<file path="src/common/pfsr_cfg.svh">
// Command codes, field positions, reset values and identity constants of the status bank
`ifndef PFSR_CFG_SVH
`define PFSR_CFG_SVH

// ---------------------------------------------------------------
// Command codes of the readable registers
// ---------------------------------------------------------------
`define PFSR_CMD_STATUS_BYTE 8'h78
`define PFSR_CMD_SUMMARY 8'h79
`define PFSR_CMD_VOUT_FLAGS 8'h7a
`define PFSR_CMD_INPUT_FLAGS 8'h7c
`define PFSR_CMD_THERMAL_FLAGS 8'h7d
`define PFSR_CMD_VIN_READ 8'h88
`define PFSR_CMD_IIN_READ 8'h89
`define PFSR_CMD_VOUT_READ 8'h8b
`define PFSR_CMD_PIN_READ 8'h97
`define PFSR_CMD_REVISION 8'h98
`define PFSR_CMD_MAKER 8'h99

// ---------------------------------------------------------------
// Summary word bit positions
// ---------------------------------------------------------------
`define PFSR_SW_VOUT 15
`define PFSR_SW_OUTPUT_CURRENT_POWER_SUMMARY 14
`define PFSR_SW_INPUT 13
`define PFSR_SW_MAKER 12
`define PFSR_SW_PGOOD_N 11
`define PFSR_SW_AIRFLOW 10
`define PFSR_SW_OTHER 9
`define PFSR_SW_UNLISTED_HI 8
`define PFSR_SW_BUSY 7
`define PFSR_SW_OFF 6
`define PFSR_SW_OUTPUT_OVERVOLTAGE_SUMMARY 5
`define PFSR_SW_OUTPUT_OVERCURRENT_SUMMARY 4
`define PFSR_SW_INPUT_UNDERVOLTAGE_SUMMARY 3
`define PFSR_SW_TEMP 2
`define PFSR_SW_CML 1
`define PFSR_SW_UNLISTED_LO 0

// ---------------------------------------------------------------
// Linear format fields and exponent sources
// ---------------------------------------------------------------
`define PFSR_LIN_EXP_HI 15
`define PFSR_LIN_EXP_LO 11
`define PFSR_EXPCFG_VIN_HI 5
`define PFSR_EXPCFG_VIN_LO 3
`define PFSR_EXPCFG_IIN_HI 10
`define PFSR_EXPCFG_IIN_LO 6
`define PFSR_EXPCFG_PIN_HI 2
`define PFSR_EXPCFG_PIN_LO 0
`define PFSR_VMODE_EXP_HI 2
`define PFSR_VMODE_EXP_LO 0

// ---------------------------------------------------------------
// Channel indexes and reset values
// ---------------------------------------------------------------
`define PFSR_CH_VIN 0
`define PFSR_CH_IIN 1
`define PFSR_CH_VOUT 2
`define PFSR_CH_PIN 3
`define PFSR_RST_BYTE 8'h00
`define PFSR_RST_WORD 16'h0000
`define PFSR_REVISION_DEF 8'h11
// Arbitrary neutral identity value
`define PFSR_MAKER_DEF 8'h5a

`endif

</file>
<file path="src/common/pfsr_pkg.sv">
// Types shared by the status and telemetry register bank
`default_nettype none
package pfsr_pkg;
   // Live fault and warning conditions from the controller
   typedef struct packed {
      logic out_overvolt_fault;
      logic out_overvolt_warning;
      logic out_undervolt_warning;
      logic out_undervolt_fault;
      logic in_overvolt_fault;
      logic in_undervolt_warning;
      logic in_undervolt_fault;
      logic input_below_turnoff;
      logic in_overcurrent_fault;
      logic in_overcurrent_warning;
      logic in_overpower_warning;
      logic overtemp_fault;
      logic overtemp_warning;
      logic out_overcurrent_fault;
      logic out_current_power_other;
      logic maker_specific_summary;
      logic airflow_summary;
      logic comm_memory_logic_fault;
      logic unlisted_event;
   } pfsr_cond_t;

   // One readback in linear format
   typedef struct packed {
      logic [4:0] exponent;
      logic [10:0] mantissa;
   } pfsr_linear_t;

   // Answer to a register read
   typedef struct packed {
      logic valid;
      logic unmapped;
      logic wide;
      logic [15:0] data;
   } pfsr_answer_t;
endpackage : pfsr_pkg
`default_nettype wire

</file>
<file path="src/design/pfsr_status_bank.sv">
// Read-only fault status and telemetry register bank addressed by command code
//
// Summary of operation
// - Summary bits 15..12 flag output, current, input, maker
// - Summary bit 11 set while power not good
// - Summary bit 10 flags airflow fault or warning
// - Summary bit 8 flags events outside bits 15..1
// - Bit 7 busy, bit 6 output off
// - Bits 5,4,3: output OV, output OC, input UV
// - Bit 2 temperature, bit 1 comm/memory/logic
// - Bit 0 flags events outside bits 7..1
// - Output voltage flags in bits 7..4
// - Input flags bits 7, 5, 4
// - Input flag bit 3: below turn-off voltage
// - Input flags bits 2, 1, 0: current, power
// - Thermal flags bits 7, 6; rest reserved zero
// - Readback: exponent 15..11, mantissa 10..0
// - Input voltage exponent from config bits 5..3
// - Input current exponent from config bits 10..6
// - Input power exponent from config bits 2..0
// - Output voltage exponent from mode bits, signed
// - Fixed protocol revision byte
// - Fixed maker identification byte
// - Status byte mirrors summary low byte
`include "pfsr_cfg.svh"
`default_nettype none
module pfsr_status_bank #(
   parameter logic [7:0] REVISION = `PFSR_REVISION_DEF,
   parameter logic [7:0] MAKER_CODE = `PFSR_MAKER_DEF,
   parameter int CHANNELS = 4
) (
   input wire logic clock,
   input wire logic rst,
   input wire logic ce,
   input wire pfsr_pkg::pfsr_cond_t cond,
   input wire logic power_good,
   input wire logic output_on,
   input wire logic busy_event,
   input wire logic clear_busy,
   input wire logic [15:0] exp_config,
   input wire logic [7:0] output_voltage_format_config,
   input wire logic [CHANNELS-1:0][10:0] meas_mantissa,
   input wire logic [CHANNELS-1:0] meas_update,
   input wire logic rd_req,
   input wire logic [7:0] rd_cmd,
   output var pfsr_pkg::pfsr_answer_t rd_answer,
   output logic [15:0] summary_word
);

   // ---------------------------------------------------------------
   // Declarations
   // ---------------------------------------------------------------
   logic [15:0] summary_r; // Registered summary word
   logic [15:0] summary_nxt; // Next summary word
   logic [7:0] vout_flags_r; // Output voltage flag byte
   logic [7:0] vout_flags_nxt;
   logic [7:0] input_flags_r; // Input flag byte
   logic [7:0] input_flags_nxt;
   logic [7:0] thermal_r; // Thermal flag byte
   logic [7:0] thermal_nxt;
   logic busy_r; // Sticky busy flag
   logic busy_nxt;
   logic vout_any; // Any output voltage flag
   logic input_any; // Any input flag
   logic temp_any; // Any thermal flag
   logic iout_any; // Any output current or power flag
   logic unlisted_lo; // Active event outside bits 7..1
   // Captured readbacks; unpacked so each capture process owns its own entry
   pfsr_pkg::pfsr_linear_t reading_r [CHANNELS];
   logic [CHANNELS-1:0][4:0] exp_src; // Exponent for each channel
   pfsr_pkg::pfsr_answer_t answer_r; // Registered read answer
   pfsr_pkg::pfsr_answer_t answer_nxt;

   // ---------------------------------------------------------------
   // Detailed flag bytes
   // ---------------------------------------------------------------

   // Compose the three detailed flag bytes from live conditions
   always_comb begin
      vout_flags_nxt = `PFSR_RST_BYTE;
      vout_flags_nxt[7] = cond.out_overvolt_fault;
      vout_flags_nxt[6] = cond.out_overvolt_warning;
      vout_flags_nxt[5] = cond.out_undervolt_warning;
      vout_flags_nxt[4] = cond.out_undervolt_fault;
      input_flags_nxt = `PFSR_RST_BYTE;
      input_flags_nxt[7] = cond.in_overvolt_fault;
      input_flags_nxt[5] = cond.in_undervolt_warning;
      input_flags_nxt[4] = cond.in_undervolt_fault;
      input_flags_nxt[3] = cond.input_below_turnoff;
      input_flags_nxt[2] = cond.in_overcurrent_fault;
      input_flags_nxt[1] = cond.in_overcurrent_warning;
      input_flags_nxt[0] = cond.in_overpower_warning;
      // Reserved thermal bits stay zero
      thermal_nxt = `PFSR_RST_BYTE;
      thermal_nxt[7] = cond.overtemp_fault;
      thermal_nxt[6] = cond.overtemp_warning;
   end

   // Category summaries feeding the word
   assign vout_any = |vout_flags_nxt;
   assign input_any = |input_flags_nxt;
   assign temp_any = |thermal_nxt;
   assign iout_any = cond.out_overcurrent_fault | cond.out_current_power_other;

   // Events that the low byte cannot name individually
   // A warning stays unlisted even when a listed fault is active beside it
   assign unlisted_lo = (|vout_flags_nxt[6:4]) | cond.out_current_power_other
      | input_flags_nxt[7] | input_flags_nxt[5] | (|input_flags_nxt[3:0])
      | cond.maker_specific_summary | cond.airflow_summary
      | cond.unlisted_event;

   // ---------------------------------------------------------------
   // Sticky busy flag
   // ---------------------------------------------------------------

   // Set wins over clear so no busy event is lost
   assign busy_nxt = busy_event | (busy_r & ~clear_busy);

   // Hold the busy flag
   always_ff @(posedge clock) begin
      if (rst) begin
         busy_r <= 1'b0;
      end else if (ce) begin
         busy_r <= busy_nxt;
      end
   end

   // ---------------------------------------------------------------
   // Summary word
   // ---------------------------------------------------------------

   // Build the sixteen summary bits
   always_comb begin
      summary_nxt = `PFSR_RST_WORD;
      summary_nxt[`PFSR_SW_VOUT] = vout_any;
      summary_nxt[`PFSR_SW_OUTPUT_CURRENT_POWER_SUMMARY] = iout_any;
      summary_nxt[`PFSR_SW_INPUT] = input_any;
      summary_nxt[`PFSR_SW_MAKER] = cond.maker_specific_summary;
      summary_nxt[`PFSR_SW_PGOOD_N] = ~power_good;
      summary_nxt[`PFSR_SW_AIRFLOW] = cond.airflow_summary;
      summary_nxt[`PFSR_SW_OTHER] = 1'b0;
      summary_nxt[`PFSR_SW_UNLISTED_HI] = cond.unlisted_event;
      summary_nxt[`PFSR_SW_BUSY] = busy_nxt;
      summary_nxt[`PFSR_SW_OFF] = ~output_on;
      summary_nxt[`PFSR_SW_OUTPUT_OVERVOLTAGE_SUMMARY] = cond.out_overvolt_fault;
      summary_nxt[`PFSR_SW_OUTPUT_OVERCURRENT_SUMMARY] = cond.out_overcurrent_fault;
      summary_nxt[`PFSR_SW_INPUT_UNDERVOLTAGE_SUMMARY] = cond.in_undervolt_fault;
      summary_nxt[`PFSR_SW_TEMP] = temp_any;
      summary_nxt[`PFSR_SW_CML] = cond.comm_memory_logic_fault;
      summary_nxt[`PFSR_SW_UNLISTED_LO] = unlisted_lo;
   end

   // Register the summary word and flag bytes together
   always_ff @(posedge clock) begin
      if (rst) begin
         summary_r <= `PFSR_RST_WORD;
         vout_flags_r <= `PFSR_RST_BYTE;
         input_flags_r <= `PFSR_RST_BYTE;
         thermal_r <= `PFSR_RST_BYTE;
      end else if (ce) begin
         summary_r <= summary_nxt;
         vout_flags_r <= vout_flags_nxt;
         input_flags_r <= input_flags_nxt;
         thermal_r <= thermal_nxt;
      end
   end

   assign summary_word = summary_r;

   // ---------------------------------------------------------------
   // Measurement readbacks
   // ---------------------------------------------------------------

   // Exponent source for each channel
   always_comb begin
      exp_src = '0;
      exp_src[`PFSR_CH_VIN] = {2'b00,
         exp_config[`PFSR_EXPCFG_VIN_HI:`PFSR_EXPCFG_VIN_LO]};
      exp_src[`PFSR_CH_IIN] =
         exp_config[`PFSR_EXPCFG_IIN_HI:`PFSR_EXPCFG_IIN_LO];
      // Mode field is signed, so extend its sign
      exp_src[`PFSR_CH_VOUT] = {{2{output_voltage_format_config[`PFSR_VMODE_EXP_HI]}},
         output_voltage_format_config[`PFSR_VMODE_EXP_HI:`PFSR_VMODE_EXP_LO]};
      exp_src[`PFSR_CH_PIN] = {2'b00,
         exp_config[`PFSR_EXPCFG_PIN_HI:`PFSR_EXPCFG_PIN_LO]};
   end

   // Capture exponent and mantissa in one edge per update
   for (genvar ch = 0; ch < CHANNELS; ch++) begin : g_capture
      always_ff @(posedge clock) begin
         if (rst) begin
            reading_r[ch] <= `PFSR_RST_WORD;
         end else if (ce && meas_update[ch]) begin
            reading_r[ch].exponent <= exp_src[ch];
            reading_r[ch].mantissa <= meas_mantissa[ch];
         end
      end
   end

   // ---------------------------------------------------------------
   // Register read port
   // ---------------------------------------------------------------

   // Decode the command code into an answer
   always_comb begin
      answer_nxt = '0;
      answer_nxt.valid = rd_req;
      case (rd_cmd)
         `PFSR_CMD_STATUS_BYTE: begin
            answer_nxt.data = {8'h00, summary_r[7:0]};
         end
         `PFSR_CMD_SUMMARY: begin
            answer_nxt.wide = 1'b1;
            answer_nxt.data = summary_r;
         end
         `PFSR_CMD_VOUT_FLAGS: begin
            answer_nxt.data = {8'h00, vout_flags_r};
         end
         `PFSR_CMD_INPUT_FLAGS: begin
            answer_nxt.data = {8'h00, input_flags_r};
         end
         `PFSR_CMD_THERMAL_FLAGS: begin
            answer_nxt.data = {8'h00, thermal_r};
         end
         `PFSR_CMD_VIN_READ: begin
            answer_nxt.wide = 1'b1;
            answer_nxt.data = reading_r[`PFSR_CH_VIN];
         end
         `PFSR_CMD_IIN_READ: begin
            answer_nxt.wide = 1'b1;
            answer_nxt.data = reading_r[`PFSR_CH_IIN];
         end
         `PFSR_CMD_VOUT_READ: begin
            answer_nxt.wide = 1'b1;
            answer_nxt.data = reading_r[`PFSR_CH_VOUT];
         end
         `PFSR_CMD_PIN_READ: begin
            answer_nxt.wide = 1'b1;
            answer_nxt.data = reading_r[`PFSR_CH_PIN];
         end
         `PFSR_CMD_REVISION: begin
            answer_nxt.data = {8'h00, REVISION};
         end
         `PFSR_CMD_MAKER: begin
            answer_nxt.data = {8'h00, MAKER_CODE};
         end
         default: begin
            // Any unmapped code answers zero with the unmapped mark
            answer_nxt.unmapped = rd_req;
         end
      endcase
      if (!rd_req) begin
         answer_nxt = '0;
      end
   end

   // Register the answer one cycle after the request
   always_ff @(posedge clock) begin
      if (rst) begin
         answer_r <= '0;
      end else if (ce) begin
         answer_r <= answer_nxt;
      end
   end

   assign rd_answer = answer_r;
endmodule : pfsr_status_bank
`default_nettype wire

</file>
<file path="config.mk">
export PLATFORM = sky130hd
export DESIGN_NAME = pfsr_status_bank
export DESIGN_NICKNAME = d
export VERILOG_FILES = /design/src/common/pfsr_pkg.sv /design/src/design/pfsr_status_bank.sv
export VERILOG_INCLUDE_DIRS = /design/src /design/src/common
export SDC_FILE = /design/constraint.sdc
export NUM_CORES = 1
export LEC_CHECK = 0
export ABC_AREA = 1
export BUFFER_PORTS_ARGS = -buffer_cell sky130_fd_sc_hd__buf_2
export CORE_MARGIN = 2
export CORE_UTILIZATION = 30
export CTS_BUF_LIST = sky130_fd_sc_hd__clkbuf_4 sky130_fd_sc_hd__clkbuf_8 sky130_fd_sc_hd__clkbuf_16
export CTS_CLUSTER_SIZE = 30
export DETAILED_ROUTE_END_ITERATION = 16
export PLACE_DENSITY_LB_ADDON = 0.15
export SYNTH_ARGS = -nofsm -noshare
export SYNTH_HDL_FRONTEND = slang
export SYNTH_SLANG_ARGS = --single-unit
</file>
<file path="constraint.sdc">
create_clock -name clock -period 1.31 [get_ports clock]
set_input_delay 0.131 -clock clock [delete_from_list [all_inputs] [get_ports clock]]
set_output_delay 0.131 -clock clock [all_outputs]
set_load 0.01 [all_outputs]
</file>
==> metrics.md <==
| Metric | Value |
|---|---|
| Status | `finished, final reports clean` |
| Initial antenna violation count | `0` |
| Row cnt | `47` |
| Syn Inst Count | `616` |
| All-layer global routing usage | `0.176` |
| Remaining Overflow, GRT | `0` |
| Final setup violation count | `0` |
| I/O Buffers | `130` |
| Number of synthesized flops with an enable pin | `58` |
| I/O pins | `142` |
| Tmin final | `1.13 ns` |
| Via Count | `4465` |
| Clock root cell | `clkbuf_16` |
| Critical path class | `register to register` |
| Clock Path Buffers | `2` |
| Num Clock Sinks | `103` |
| Worst min-delay path class | `input port to register` |
| Layout cells sized above 1 | `0.278` |
| Count leader, synth | `nand2_1` |
| Final Cycle Share | `0.863` |
| Reg2Reg Launch Point | `reading_r[0][3]` |
| Syn nets | `723` |
| GP Congestion | `0.904` |
| Worst-path fanout max | `1` |
| Pwr dens | `1150 mW/mm^2` |
| Synthesized cell area | `0.00496 sq mm` |
| Grt met2 use | `0.300` |
| Wirelength per Cell | `14.9 microns` |
| Final WS setup | `0.180 ns` |
| Crit path launch type | `register` |
| Crit path capture | `rd_answer[3]` |
| Endpoint class of the critical path | `register` |
| Commonest cells post-synth | `114 x nand2_1, 103 x nor2_1, 94 x inv_1` |
| Top cell type by total area after synthesis | `edfxtp_1` |
| RSZ-0062 raised after global routing | `no` |
| Max-cap violations | `0` |
| Post-DRT Antenna Nets | `0` |
| Req. time, crit path | `1.54 ns` |
| Initial Util | `0.303` |
| RR Endpoint | `rd_answer[3]` |
| Clock latency on the worst-skew pair | `0.35 ns` |
| Met3 Use GR | `0.0253` |
| DRC | `0` |
| Final core occ | `0.402` |
| Overall routed net length | `14.8 mm` |
| Syn avg cell area | `8.05 sq um` |
| First-pass GRT wire length | `24.1 mm` |
| Register area share after synthesis | `0.533` |
| Ys flop type | `edfxtp_1` |
| H-tree Lvls | `3` |
| Lkg Pwr | `0.00318 uW` |
| Top post-synthesis cells by area | `edfxtp_1 35%, dfxtp_1 18%, nand2_1 8.6%` |
| Clock transition at path regs | `0.07 ns` |
| Total CTS buffers | `9` |
| N_diodes | `0` |
| Synth cell types | `29` |
| Max Freq | `885 MHz` |
| Critical Path AT | `1.36 ns` |
| R2R Setup Slk | `0.18 ns` |
| GR peak layer | `met2` |
| Max Clock Skew | `0.00522 ns` |
| Layout Nets | `878` |
| Critical path origin | `reading_r[0][3]` |
| Final Max Tran Viols | `0` |
| R2R cell count | `6` |
| DP Worst Slack | `-0.128 ns` |
| 1st-pass router iterations | `5` |
| Yosys warning total | `0` |
| Yosys reg bits | `103` |
| Yosys top cell area share | `0.351` |
| # fillers | `1690` |
| Met1 global-route usage | `0.226` |
| Vias per cell | `4.48` |
| Core area | `0.0163 sq mm` |
| Design Power | `7580 uW` |
| Drt initial violations | `276` |
| Cts repair resizes | `0` |
| DP Wirelength | `11.6 mm` |
| Die Area | `0.0176 sq mm` |
| Die height | `133 microns` |
| Largest net degree at the start of global routing | `28` |
| Vias in the first global route | `4598` |
| Final Hold Vio Count | `0` |
| Area Overhead vs Synth | `32.4%` |
| Die width | `133 microns` |
| CTS tree | `done` |
| Asr flop ratio synth | `0` |
| Worst vdd ir | `620 uV` |
how the worst min path moves through the flow:
stage | from | end | slack (ns) | cells past startpoint
finish | cond[13] | input_flags_r[5] | 0.03 | 3
global route | cond[16] | vout_flags_r[5] | 0.03 | 3
CTS | cond[16] | vout_flags_r[5] | 0.02 | 3
detailed placement | output_on | summary_word[6] | 0.32 | 2
global placement | output_on | summary_word[6] | 0.31 | 2
floorplan | output_on | summary_word[6] | 0.22 | 1
what timing repair did:
action                     in CTS  in global routing
buffers inserted                0                  0
hold endpoints to repair        3                  0
hold buffers                    3                  0
setup endpoints to repair       0                  0
worst max-delay path: stages, from the launching register on:
cell and delay, ns:
edfxtp_1 0.42, nand3_1 0.10, nand2_1 0.06, nor2_1 0.16
nand2_1 0.12, nand3_1 0.09, a21oi_1 0.06
power by group:
part           switching [uW]  total [uW]  leakage [uW]  internal (uW)
sequential                104        3730      0.000959           3630
clock                    1170        3090      0.000167           1910
combinational             431         756       0.00206            326
total                    1710        7580       0.00318           5870
metrics by stage:
stage,setup TNS [ns],cells,hold WS (ns),cell area (sq um)
floorplan,-1.44,616,0.225,4960
CTS,0,996,0.0187,6570
global placement,-1.03,977,0.312,6190
global route,0,996,0.0325,6570
detailed placement,-1.42,977,0.320,6190
finish,0,996,0.0283,6570
layer usage:
metal	up-vias	wire (microns)
met5	-	0
met3	17	684
met2	125	7260
li1	2276	-
met1	2047	6570
met4	0	313
sequential cells by signal, indices dropped and copies added (netlist names):
register       flops
thermal_r          2
input_flags_r      7
vout_flags_r       3
summary_word      14
rd_answer         19
reading_r         58
cell type report:
| type | instances | area [sq um] | area share |
|---|---|---|---|
| timing repair buffer | 174 | 1160 | 0.177 |
| sequential | 103 | 2640 | 0.402 |
| clock buffer | 11 | 240 | 0.0366 |
| clock inverter | 5 | 104 | 0.0158 |
| tap | 220 | 275 | 0.0419 |
| inverter | 100 | 377 | 0.0574 |
| multi-input combinational | 383 | 1760 | 0.269 |
logic make-up (layout without fill, tap and decap cells):
logic type / count (synthesis) / count (layout) / synth area share
flip-flops: 103 / 103 / 0.533
buffers and inverters: 130 / 290 / 0.112
other: 1 / 1 / 0.000756
AO/OA/AOI/OAI: 62 / 62 / 0.0651
AND/OR/NAND/NOR: 320 / 320 / 0.289
placed cells by master (no fill, tap or decap), drive strengths merged:
| master | count |
|---|---|
| buf | 171 |
| nand2 | 120 |
| nor2 | 112 |
| inv | 100 |
| nand3 | 70 |
| edfxtp | 58 |
| dfxtp | 45 |
| a21oi | 36 |
| o21ai | 21 |
| nand4 | 11 |
| clkbuf | 11 |
| nor3 | 6 |
| bufinv | 3 |
| dlygate4sd3 | 3 |
| a211oi | 2 |
| clkinv | 1 |
| nor3b | 1 |
| o31ai | 1 |
| a31oi | 1 |
| a41oi | 1 |
| conb | 1 |
| clkinvlp | 1 |
(Power assumes the default switching activity.)
